`src/rtl/rtc_pkg.sv`:
```
/*
 * Package of the RTC core: register map, bit positions, reset values,
 * serial engine states and the BCD calendar helpers.
 * Assumes all registers are 8 bits wide and addressed 00h to 12h.
 */
`default_nettype none

package rtc_pkg;

  // ****************************************************************
  // Register map
  // ****************************************************************
  localparam int REG_COUNT = 19;
  localparam int TIME_COUNT = 7;
  localparam logic [4:0] REG_SECONDS_COUNT = 5'h00;
  localparam logic [4:0] REG_MINUTES_COUNT = 5'h01;
  localparam logic [4:0] REG_HOURS_COUNT = 5'h02;
  localparam logic [4:0] REG_WEEKDAY_COUNT = 5'h03;
  localparam logic [4:0] REG_DAY_OF_MONTH_COUNT = 5'h04;
  localparam logic [4:0] REG_MONTH_AND_CENTURY = 5'h05;
  localparam logic [4:0] REG_YEAR_COUNT = 5'h06;
  localparam logic [4:0] REG_FIRST_ALARM_SECONDS = 5'h07;
  localparam logic [4:0] REG_FIRST_ALARM_MINUTES = 5'h08;
  localparam logic [4:0] REG_FIRST_ALARM_HOURS = 5'h09;
  localparam logic [4:0] REG_FIRST_ALARM_DAY_OR_DATE = 5'h0A;
  localparam logic [4:0] REG_SECOND_ALARM_MINUTES = 5'h0B;
  localparam logic [4:0] REG_SECOND_ALARM_HOURS = 5'h0C;
  localparam logic [4:0] REG_SECOND_ALARM_DAY_OR_DATE = 5'h0D;
  localparam logic [4:0] REG_CLOCK_CONTROL = 5'h0E;
  localparam logic [4:0] REG_CLOCK_STATUS = 5'h0F;
  localparam logic [4:0] REG_CRYSTAL_AGING_TRIM = 5'h10;
  localparam logic [4:0] REG_LAST = 5'h12;

  // ****************************************************************
  // Field positions
  // ****************************************************************
  localparam int HOUR_MODE_BIT = 6;
  localparam int MERIDIEM_FLAG_BIT = 5;
  localparam int CENTURY_BIT = 7;
  localparam int ALARM_MASK_BIT = 7;
  localparam int WEEKDAY_OR_DATE_SELECT_BIT = 6;
  localparam int INTERRUPT_CONTROL_SELECT_BIT = 2;
  localparam int WAVE_RATE_SELECT_HIGH_BIT = 4;
  localparam int WAVE_RATE_SELECT_LOW_BIT = 3;
  localparam int SECOND_ALARM_IRQ_ENABLE_BIT = 1;
  localparam int FIRST_ALARM_IRQ_ENABLE_BIT = 0;
  localparam int OSCILLATOR_HALTED_FLAG_BIT = 7;
  localparam int REFERENCE_OUTPUT_ENABLE_BIT = 3;
  localparam int SECOND_ALARM_FLAG_BIT = 1;
  localparam int FIRST_ALARM_FLAG_BIT = 0;

  // ****************************************************************
  // Reset values and write masks
  // ****************************************************************
  localparam logic [6:0][7:0] TIME_RESET = {
    8'h00, 8'h01, 8'h01, 8'h01, 8'h00, 8'h00, 8'h00};
  localparam logic [7:0] CONTROL_RESET = 8'h04;
  localparam logic [7:0] STATUS_RESET = 8'h80;
  localparam logic [7:0] ZERO_BYTE = 8'h00;
  localparam logic [REG_COUNT-1:0][7:0] WRITE_MASK = {
    8'h00, 8'h00, 8'hFF, 8'h00, 8'hFF,
    8'hFF, 8'hFF, 8'hFF, 8'hFF, 8'hFF, 8'hFF, 8'hFF,
    8'hFF, 8'h9F, 8'h3F, 8'h07, 8'h7F, 8'h7F, 8'h7F};

  // ****************************************************************
  // BCD limits and timing
  // ****************************************************************
  localparam logic [7:0] BCD_ONE = 8'h01;
  localparam logic [6:0] MAX_MIN_SEC = 7'h59;
  localparam logic [5:0] MAX_HOUR_24 = 6'h23;
  localparam logic [4:0] HOUR_12 = 5'h12;
  localparam logic [4:0] HOUR_11 = 5'h11;
  localparam logic [2:0] MAX_WEEKDAY = 3'h7;
  localparam logic [4:0] MAX_MONTH = 5'h12;
  localparam logic [7:0] MAX_YEAR = 8'h99;
  localparam int WAVE_DELAY_MS = 500;
  localparam int MS_PER_SECOND = 1000;
  localparam logic [3:0] BITS_PER_BYTE = 4'h8;

  typedef enum logic [3:0] {
    ST_IDLE, ST_ADDR, ST_ADDR_ACK, ST_PTR, ST_PTR_ACK,
    ST_WR, ST_WR_ACK, ST_RD, ST_RD_ACK, ST_WAIT
  } rtc_state_t;

  // ****************************************************************
  // Calendar helpers
  // ****************************************************************
  function automatic logic [7:0] rtc_bcd_inc(input logic [7:0] v);
    if (v[3:0] == 4'h9) begin
      return {v[7:4] + 4'h1, 4'h0};
    end
    return {v[7:4], v[3:0] + 4'h1};
  endfunction : rtc_bcd_inc

  // Year 00 counts as leap, which holds up to 2100
  function automatic logic [5:0] rtc_month_days(input logic [4:0] mon,
                                                input logic [7:0] yr);
    logic leap;
    leap = yr[4] ? (yr[3:0] == 4'h2 || yr[3:0] == 4'h6)
                 : (yr[3:0] == 4'h0 || yr[3:0] == 4'h4 ||
                    yr[3:0] == 4'h8);
    unique case (mon)
      5'h02: return leap ? 6'h29 : 6'h28;
      5'h04, 5'h06, 5'h09, 5'h11: return 6'h30;
      default: return 6'h31;
    endcase
  endfunction : rtc_month_days

  function automatic logic [6:0][7:0] rtc_advance(
      input logic [6:0][7:0] t);
    logic [6:0][7:0] n;
    logic c;
    n = t;
    c = (t[0][6:0] == MAX_MIN_SEC);
    n[0] = c ? ZERO_BYTE : rtc_bcd_inc(t[0]);
    if (c) begin
      c = (t[1][6:0] == MAX_MIN_SEC);
      n[1] = c ? ZERO_BYTE : rtc_bcd_inc(t[1]);
    end
    if (c) begin
      if (t[2][HOUR_MODE_BIT]) begin
        c = 1'b0;
        if (t[2][4:0] == HOUR_12) begin
          n[2] = {t[2][7:5], BCD_ONE[4:0]};
        end else if (t[2][4:0] == HOUR_11) begin
          c = t[2][MERIDIEM_FLAG_BIT];
          n[2] = {t[2][7:6], ~t[2][MERIDIEM_FLAG_BIT], HOUR_12};
        end else begin
          n[2] = rtc_bcd_inc(t[2]);
        end
      end else begin
        c = (t[2][5:0] == MAX_HOUR_24);
        n[2] = c ? {t[2][7:6], 6'h00} : rtc_bcd_inc(t[2]);
      end
    end
    if (c) begin
      n[3] = (t[3][2:0] == MAX_WEEKDAY) ? BCD_ONE
                                        : rtc_bcd_inc(t[3]);
      c = (t[4][5:0] == rtc_month_days(t[5][4:0], t[6]));
      n[4] = c ? BCD_ONE : rtc_bcd_inc(t[4]);
    end
    if (c) begin
      c = (t[5][4:0] == MAX_MONTH);
      n[5] = c ? {t[5][CENTURY_BIT], BCD_ONE[6:0]} : rtc_bcd_inc(t[5]);
    end
    if (c) begin
      c = (t[6] == MAX_YEAR);
      n[6] = c ? ZERO_BYTE : rtc_bcd_inc(t[6]);
      n[5][CENTURY_BIT] = n[5][CENTURY_BIT] ^ c;
    end
    return n;
  endfunction : rtc_advance

endpackage : rtc_pkg

`default_nettype wire

```
`src/rtl/rtc_core.sv`:
```
/*
 * RTC core: serial register slave, time and calendar counters, read
 * snapshot, alarms and the interrupt / 1 Hz wave pin.
 * Assumes an open-drain serial bus outside and a 32 kHz oscillator
 * input; both are sampled by clk_sys_i.
 */
// Overview of operation
// - Time and calendar registers hold packed BCD, tens high, units low.
// - Hours bit 6 high selects 12-hour counting, low selects 24-hour.
// - In 12-hour mode bit 5 is PM, hours count 1 to 12.
// - In 24-hour mode bit 5 is the twenty digit, hours 00 to 23.
// - Month bit 7 century flag toggles when year rolls 99 to 00.
// - Weekday advances at midnight, cycling 1 to 7.
// - Register pointer wraps from 12h back to 00h.
// - START or wrap to 00h copies running time into the read buffer.
// - Writing seconds resets the sub-second divider.
// - Written bytes commit when the device drives their acknowledge.
// - 1 Hz wave rises 500 ms after the seconds write commits.
// - Date rolls at each month end with leap-year February.
// - Interrupt-control bit picks alarm interrupt or wave on the pin.
// - Alarm match per second sets flag; pin needs enable and control.
`default_nettype none

module rtc_core
  import rtc_pkg::*;
#(
  parameter int OSC_HZ = 32768,
  // Arbitrary bus address value
  parameter logic [6:0] DEV_ADDR = 7'h3A
) (
  // Clock and reset
  input wire logic clk_sys_i,
  input wire logic rst_b_i,
  // Oscillator
  input wire logic osc_32k_i,
  // Serial bus
  input wire logic scl_i,
  input wire logic sda_i,
  output logic sda_o,
  output logic sda_oe_b_o,
  // Interrupt or wave pin
  output logic irq_or_wave_pin_o,
  output logic irq_or_wave_pin_oe_b_o
);

  localparam int DIV_W = $clog2(OSC_HZ);
  localparam logic [DIV_W-1:0] DIV_LAST = DIV_W'(OSC_HZ - 1);
  localparam logic [DIV_W-1:0] WAVE_RISE =
    DIV_W'(OSC_HZ * WAVE_DELAY_MS / MS_PER_SECOND);

  if (OSC_HZ < 4 || OSC_HZ % 2 != 0) begin : g_check
    $error("OSC_HZ must be even and at least 4");
  end

  typedef struct packed {
    rtc_state_t state;
    logic [3:0] bitcnt;
    logic [7:0] shreg;
    logic rw;
    logic [4:0] ptr;
    logic sda_drv;
    logic [REG_COUNT-1:0][7:0] regs;
    logic [TIME_COUNT-1:0][7:0] snap;
    logic [DIV_W-1:0] div;
    logic wave;
  } rtc_core_t;

  rtc_core_t core_reg;
  rtc_core_t core_next;

  logic scl_lvl;
  logic scl_rise;
  logic scl_fall;
  logic sda_lvl;
  logic sda_rise;
  logic sda_fall;
  logic osc_rise;

  // ****************************************************************
  // Pin sampling
  // ****************************************************************
  rtc_sync_edge u_scl (
    .clk_sys_i(clk_sys_i),
    .rst_b_i(rst_b_i),
    .pin_i(scl_i),
    .level_o(scl_lvl),
    .rise_o(scl_rise),
    .fall_o(scl_fall)
  );

  rtc_sync_edge u_sda (
    .clk_sys_i(clk_sys_i),
    .rst_b_i(rst_b_i),
    .pin_i(sda_i),
    .level_o(sda_lvl),
    .rise_o(sda_rise),
    .fall_o(sda_fall)
  );

  rtc_sync_edge u_osc (
    .clk_sys_i(clk_sys_i),
    .rst_b_i(rst_b_i),
    .pin_i(osc_32k_i),
    .level_o(),
    .rise_o(osc_rise),
    .fall_o()
  );

  // ****************************************************************
  // Helpers
  // ****************************************************************
  function automatic logic [4:0] ptr_step(input logic [4:0] p);
    return (p >= REG_LAST) ? REG_SECONDS_COUNT : p + 5'h01;
  endfunction : ptr_step

  // Time bytes come from the snapshot so a burst read is coherent
  function automatic logic [7:0] read_byte(input rtc_core_t s,
                                           input logic [4:0] p);
    if (p < REG_LAST + 5'h01 && p < 5'(TIME_COUNT)) begin
      return s.snap[p[2:0]];
    end
    return (p <= REG_LAST) ? s.regs[p] : ZERO_BYTE;
  endfunction : read_byte

  function automatic logic field_hit(input logic [7:0] al,
                                     input logic [7:0] cur);
    return al[ALARM_MASK_BIT] || (al[6:0] == cur[6:0]);
  endfunction : field_hit

  function automatic logic day_hit(input logic [7:0] al,
                                   input logic [6:0][7:0] t);
    if (al[ALARM_MASK_BIT]) begin
      return 1'b1;
    end
    if (al[WEEKDAY_OR_DATE_SELECT_BIT]) begin
      return al[3:0] == t[REG_WEEKDAY_COUNT][3:0];
    end
    return al[5:0] == t[REG_DAY_OF_MONTH_COUNT][5:0];
  endfunction : day_hit

  // ****************************************************************
  // Next state
  // ****************************************************************
  always_comb begin
    logic tick;
    logic hit1;
    logic hit2;
    logic [6:0][7:0] t;
    logic [7:0] d;
    logic [7:0] st;
    tick = 1'b0;
    hit1 = 1'b0;
    hit2 = 1'b0;
    t = core_reg.regs[TIME_COUNT-1:0];
    d = core_reg.shreg;
    st = core_reg.regs[REG_CLOCK_STATUS];
    core_next = core_reg;

    // Sub-second divider and 1 Hz wave
    if (osc_rise) begin
      tick = (core_reg.div == DIV_LAST);
      core_next.div = tick ? '0 : core_reg.div + 1'b1;
      core_next.wave = ~tick & (core_reg.wave | (core_next.div == WAVE_RISE));
    end

    // Once-per-second update and alarm test on the new time
    if (tick) begin
      t = rtc_advance(t);
      core_next.regs[TIME_COUNT-1:0] = t;
      hit1 = field_hit(core_reg.regs[REG_FIRST_ALARM_SECONDS],
                       t[REG_SECONDS_COUNT]) &&
             field_hit(core_reg.regs[REG_FIRST_ALARM_MINUTES],
                       t[REG_MINUTES_COUNT]) &&
             field_hit(core_reg.regs[REG_FIRST_ALARM_HOURS],
                       t[REG_HOURS_COUNT]) &&
             day_hit(core_reg.regs[REG_FIRST_ALARM_DAY_OR_DATE], t);
      hit2 = (t[REG_SECONDS_COUNT] == ZERO_BYTE) &&
             field_hit(core_reg.regs[REG_SECOND_ALARM_MINUTES],
                       t[REG_MINUTES_COUNT]) &&
             field_hit(core_reg.regs[REG_SECOND_ALARM_HOURS],
                       t[REG_HOURS_COUNT]) &&
             day_hit(core_reg.regs[REG_SECOND_ALARM_DAY_OR_DATE], t);
    end

    // Serial engine
    unique case (core_reg.state)
      ST_ADDR, ST_PTR, ST_WR: begin
        if (scl_rise) begin
          core_next.shreg = {core_reg.shreg[6:0], sda_lvl};
          core_next.bitcnt = core_reg.bitcnt + 4'h1;
        end else if (scl_fall && core_reg.bitcnt == BITS_PER_BYTE) begin
          core_next.bitcnt = 4'h0;
          core_next.sda_drv = 1'b1;
          if (core_reg.state == ST_ADDR) begin
            core_next.rw = d[0];
            core_next.state = ST_ADDR_ACK;
            if (d[7:1] != DEV_ADDR) begin
              core_next.sda_drv = 1'b0;
              core_next.state = ST_WAIT;
            end
          end else if (core_reg.state == ST_PTR) begin
            core_next.ptr = (d[4:0] > REG_LAST) ? REG_SECONDS_COUNT : d[4:0];
            core_next.state = ST_PTR_ACK;
          end else begin
            // Commit at our acknowledge
            if (core_reg.ptr == REG_CLOCK_STATUS) begin
              st[OSCILLATOR_HALTED_FLAG_BIT] &= d[OSCILLATOR_HALTED_FLAG_BIT];
              st[REFERENCE_OUTPUT_ENABLE_BIT] = d[REFERENCE_OUTPUT_ENABLE_BIT];
              st[SECOND_ALARM_FLAG_BIT] &= d[SECOND_ALARM_FLAG_BIT];
              st[FIRST_ALARM_FLAG_BIT] &= d[FIRST_ALARM_FLAG_BIT];
            end else begin
              core_next.regs[core_reg.ptr] = d & WRITE_MASK[core_reg.ptr];
            end
            if (core_reg.ptr == REG_SECONDS_COUNT) begin
              core_next.div = '0;
              core_next.wave = 1'b0;
            end
            core_next.ptr = ptr_step(core_reg.ptr);
            if (core_next.ptr == REG_SECONDS_COUNT) begin
              core_next.snap = core_next.regs[TIME_COUNT-1:0];
            end
            core_next.state = ST_WR_ACK;
          end
        end
      end
      ST_ADDR_ACK: begin
        if (scl_fall) begin
          core_next.shreg = read_byte(core_reg, core_reg.ptr);
          core_next.sda_drv = core_reg.rw & ~core_next.shreg[7];
          core_next.state = core_reg.rw ? ST_RD : ST_PTR;
          core_next.bitcnt = core_reg.rw ? 4'h1 : 4'h0;
        end
      end
      ST_PTR_ACK, ST_WR_ACK: begin
        if (scl_fall) begin
          core_next.sda_drv = 1'b0;
          core_next.state = ST_WR;
        end
      end
      ST_RD: begin
        if (scl_fall) begin
          if (core_reg.bitcnt == BITS_PER_BYTE) begin
            core_next.sda_drv = 1'b0;
            core_next.ptr = ptr_step(core_reg.ptr);
            if (core_next.ptr == REG_SECONDS_COUNT) begin
              core_next.snap = core_next.regs[TIME_COUNT-1:0];
            end
            core_next.state = ST_RD_ACK;
          end else begin
            core_next.shreg = {core_reg.shreg[6:0], 1'b0};
            core_next.sda_drv = ~core_reg.shreg[6];
            core_next.bitcnt = core_reg.bitcnt + 4'h1;
          end
        end
      end
      ST_RD_ACK: begin
        if (scl_rise && sda_lvl) begin
          core_next.state = ST_WAIT;
        end else if (scl_fall) begin
          core_next.shreg = read_byte(core_next, core_reg.ptr);
          core_next.sda_drv = ~core_next.shreg[7];
          core_next.bitcnt = 4'h1;
          core_next.state = ST_RD;
        end
      end
      ST_IDLE, ST_WAIT: begin
      end
      default: begin
        core_next.state = ST_IDLE;
      end
    endcase

    // Flags: a set in the same cycle as a clear wins
    st[FIRST_ALARM_FLAG_BIT] |= hit1;
    st[SECOND_ALARM_FLAG_BIT] |= hit2;
    core_next.regs[REG_CLOCK_STATUS] = st;

    // START and STOP override any state; START also resyncs the bus
    if (scl_lvl && sda_fall) begin
      core_next.state = ST_ADDR;
      core_next.bitcnt = 4'h0;
      core_next.sda_drv = 1'b0;
      core_next.snap = core_next.regs[TIME_COUNT-1:0];
    end else if (scl_lvl && sda_rise) begin
      core_next.state = ST_IDLE;
      core_next.sda_drv = 1'b0;
    end
  end

  // ****************************************************************
  // Registers
  // ****************************************************************
  always_ff @(posedge clk_sys_i) begin
    if (!rst_b_i) begin
      core_reg <= '0;
      core_reg.state <= ST_IDLE;
      core_reg.regs[TIME_COUNT-1:0] <= TIME_RESET;
      core_reg.regs[REG_CLOCK_CONTROL] <= CONTROL_RESET;
      core_reg.regs[REG_CLOCK_STATUS] <= STATUS_RESET;
    end else begin
      core_reg <= core_next;
    end
  end

  // ****************************************************************
  // Pins
  // ****************************************************************
  logic [7:0] ctl;
  logic [7:0] sts;
  logic irq_active;
  logic wave_on;

  assign ctl = core_reg.regs[REG_CLOCK_CONTROL];
  assign sts = core_reg.regs[REG_CLOCK_STATUS];
  assign irq_active =
    (sts[FIRST_ALARM_FLAG_BIT] & ctl[FIRST_ALARM_IRQ_ENABLE_BIT]) |
    (sts[SECOND_ALARM_FLAG_BIT] & ctl[SECOND_ALARM_IRQ_ENABLE_BIT]);
  // Only the 1 Hz rate is produced; other rates leave the pin released
  assign wave_on = ~ctl[WAVE_RATE_SELECT_HIGH_BIT] &
                   ~ctl[WAVE_RATE_SELECT_LOW_BIT];

  assign sda_o = 1'b0;
  assign sda_oe_b_o = ~core_reg.sda_drv;
  assign irq_or_wave_pin_o = 1'b0;
  assign irq_or_wave_pin_oe_b_o =
    ctl[INTERRUPT_CONTROL_SELECT_BIT] ? ~irq_active
                                      : (~wave_on | core_reg.wave);

endmodule : rtc_core

`default_nettype wire

```
`src/rtl/rtc_sync_edge.sv`:
```
/*
 * Two-stage synchroniser with edge detection for one pin.
 * Assumes the input is asynchronous to clk_sys_i.
 */
`default_nettype none

module rtc_sync_edge (
  // Clock and reset
  input wire logic clk_sys_i,
  input wire logic rst_b_i,
  // Pin and results
  input wire logic pin_i,
  output logic level_o,
  output logic rise_o,
  output logic fall_o
);

  typedef struct packed {
    logic meta;
    logic sync;
    logic last;
  } rtc_sync_t;

  rtc_sync_t sync_reg;
  rtc_sync_t sync_next;

  always_comb begin
    sync_next = sync_reg;
    sync_next.meta = pin_i;
    sync_next.sync = sync_reg.meta;
    sync_next.last = sync_reg.sync;
  end

  // Idle-high reset so a released line gives no false edge
  always_ff @(posedge clk_sys_i) begin
    if (!rst_b_i) begin
      sync_reg <= '1;
    end else begin
      sync_reg <= sync_next;
    end
  end

  assign level_o = sync_reg.sync;
  assign rise_o = sync_reg.sync & ~sync_reg.last;
  assign fall_o = ~sync_reg.sync & sync_reg.last;

endmodule : rtc_sync_edge

`default_nettype wire

```
`config.mk`:
```
export PLATFORM = sky130hd
export DESIGN_NAME = rtc_core
export DESIGN_NICKNAME = d
export VERILOG_FILES = /design/src/rtl/rtc_pkg.sv /design/src/rtl/rtc_core.sv /design/src/rtl/rtc_sync_edge.sv
export SDC_FILE = /design/constraint.sdc
export NUM_CORES = 1
export LEC_CHECK = 0
export ABC_CLOCK_PERIOD_IN_PS = 3950
export BUFFER_PORTS_ARGS = -buffer_cell sky130_fd_sc_hd__buf_2
export CORE_MARGIN = 3
export CORE_UTILIZATION = 30
export CTS_BUF_LIST = sky130_fd_sc_hd__clkbuf_16
export DETAILED_ROUTE_END_ITERATION = 8
export GPL_TIMING_DRIVEN = 0
export PLACE_DENSITY = 0.56
export SLEW_MARGIN = 15
export SYNTH_ARGS = -nofsm -noshare
export SYNTH_HDL_FRONTEND = slang
export SYNTH_SLANG_ARGS = --single-unit
```
`constraint.sdc`:
```
create_clock -name clk_sys_i -period 3.95 [get_ports clk_sys_i]
set_input_delay 0.79 -clock clk_sys_i [delete_from_list [all_inputs] [get_ports clk_sys_i]]
set_output_delay 0.79 -clock clk_sys_i [all_outputs]
set_load 0.02 [all_outputs]
```
==> flow_summary.ini <==
[floorplanning]
die_area_um2 = 59100
die_w_um = 243
coreArea_um2 = 55300
die_h_um = 243
initial_utilization = 0.305
rows = 86
ios = 9

[cts]
clkTransAtPathRegs_ps = 60
insertion_delay_ps = 580
htree_num_levels = 2
cts_tree = yes
clockBufferDepth = 3
clock_sinks = 257
cts_buffers = 34
root_buffer = clkbuf_16

[global_routing]
grt_use_total = 0.263
gr-total-overflow = 0
antenna_found_initial = 5
grt_max_degree = 20
grt_pass1_vias = 16900
grt_pass1_wl_um = 115000

[timing]
slew_viol_final = 0
fin_ws_ps = -31.4
finalSetupViolations = 1
max_slew.worst_pin.slew_ps = 1210
rsz0062_at_grt = no
finalHoldViolCount = 0
period_needed_ps = 3980
relSlewSlack = 0.196
clock_skew_ps = 37.9
fin_crit_sh = 1.01
fmax_mhz = 251

[yosys]
synth_area_leaders = dfxtp_1 (31%), nor2_1 (8.2%), a21oi_1 (7.5%)
yosys.area.top_type = dfxtp_1
synth-edff-count = 0
syn_avg_cell_area_um2 = 7.49
yosys_warnings = 0
synth-compound-area-share = 0.245
synth_ff_type = dfxtp_1
synth-simple-area-share = 0.260
synthMuxAreaShare = 0.0786
yosysTopAreaCellShare = 0.305
async_flop_share = 0
synth_adder_area_share = 0.0208
synth-seq-area-share = 0.305
synth_most_common_cell = nor2_1
yosysUniqueCellTypes = 97
synth_area_um2 = 16900
synth_top_family_by_area = simple AND/OR/NAND/NOR gates
synth-xor-area-share = 0.0400
ys_ff_latch = 257
syn_inst = 2250
synth_common_cells = nor2_1 (370), dfxtp_1 (257), a21oi_1 (253)

[setup_path]
path_buf_inv = 3
ff2ff_path_depth = 9
critPathTopFamily = buffers and inverters
start_kind = register
cp.depth = 9
crit_chain = clkbuf_4 > buf_1 > clkbuf_1 > a211oi_1 > o21ai_0 > nand3_1 > nor2_1 > o41ai_1 > o21ai_1
crit_start = core_reg[226]$_SDFFE_PN0P_
cp-end-kind = register
r2r-start = core_reg[226]$_SDFFE_PN0P_
critical_path_arrival_ps = 4430
required_ps = 4400
cpPeakStageDelay_ps = 870
path_max_fanout = 10
cp_slowest_cell = clkbuf_1
path_class = register to register

[drt]
drc = 0
routed_wl_um = 80200
avgViaCountPerCell = 5.95
vias = 18200
drtAntennaViolNets = 0
wire_per_inst_um = 26.2
drt_pass1_iterations = 6
first_iter_violations = 2433

[cells_and_area]
nFillCells = 5916
drive_gt1_frac = 0.0828
regArea_um2 = 5150
nets = 2328
num_antenna_cells = 0
multiInputGateArea_um2 = 10900
area_growth_pct = 13.3
utilization = 0.345
fin_area_um2 = 19100

[status]
violations = negative setup slack
status = finished with violations

[min_path]
hold_depth = 2
min_from = scl_i
hp-class = primary input to register

[place]
routabilityCongestion = 1.02
dp_hpwl_um = 60300
port_buffers = 5
placed_cell_area_um2 = 17800
place_ws_ps = -1450

[power_and_ir_drop]
powerDensity_nw_per_um2 = 325
leakagePower_uw = 0.00654
ir_worst_vdd_v = 0.000234

[run]
cap_viol_max_count = 0
[cell type report]
class,instances,area share
Sequential cell,257,0.269
Timing Repair Buffer,9,0.00354
Inverter,41,0.00805
Clock buffer,35,0.0458
Tap cell,748,0.0490
Clock inverter,24,0.0150
Buffer,165,0.0375
Multi-Input combinational cell,1787,0.572
[routing by layer]
metal	global-route usage	routed length, um	vias to the layer above
li1	-	-	8151
met1	0.351	33800	8785
met2	0.388	33600	1037
met3	0.0644	8190	262
met4	0.141	4670	2
met5	0	15	-
[logic make-up (layout without fill, tap and decap cells)]
| kind of cell | Yosys count | count (layout) |
|---|---|---|
| and+or+nand+nor | 917 | 917 |
| AOI/OAI and AO/OA | 668 | 668 |
| DFF | 257 | 257 |
| buffers and inverters | 207 | 274 |
| muxes | 95 | 95 |
| xor gates and xnor gates | 77 | 77 |
| adders and majority gates | 28 | 28 |
| other | 1 | 2 |
[through the flow]
step                      total power (uW)  setup TNS [ps]  cells  hold slack (ps)
final                                 6210           -31.4   3066              397
after CTS                             6240               0   3063              386
after global routing                  6360               0   3066              396
after detailed placement              2930          -78770   3005              391
after floorplan                       2800               0   2251              386
after global placement                2930          -78420   3004              401
[path summary, 6_finish.rpt]
path	slack (ps)	end
worst min-delay path	400	u_scl.sync_next[1]$_SDFF_PN1_
worst max register to register	-30	core_reg[234]$_SDFFE_PN0P_
worst max-delay path	-30	core_reg[234]$_SDFFE_PN0P_
worst min register to register	420	u_osc.level_o$_SDFF_PN1_
[power by group]
| part | internal [uW] | switching [uW] |
|---|---|---|
| clock network | 2000 | 1310 |
| logic | 42.9 | 234 |
| registers | 2600 | 12.0 |
| total | 4650 | 1560 |
[layout by cell type (no fill, tap or decap), types with 18 or more instances in the layout]
cell / count
a211oi_1: 29
a21oi_1: 252
a22oi_1: 30
a31oi_1: 30
and2_1: 50
buf_2: 34
clkbuf_1: 110
clkbuf_16: 35
dfxtp_1: 256
ha_1: 28
inv_1: 45
mux2i_1: 57
mux4_2: 29
nand2_1: 223
nand2b_1: 25
nand3_1: 61
nor2_1: 366
nor2b_1: 21
nor3_1: 39
nor4_1: 18
o21ai_0: 139
o22ai_1: 23
xnor2_1: 34
xor2_1: 43
[timing repair]
action / in CTS / in global routing
setup endpoints to repair: 140 / 96
pin swaps: 0 / 1
buffers inserted: 0 / 3
gates resized for setup: 14 / 15
hold buffers: 0 / 0
Power figures use the tool's default switching activity.
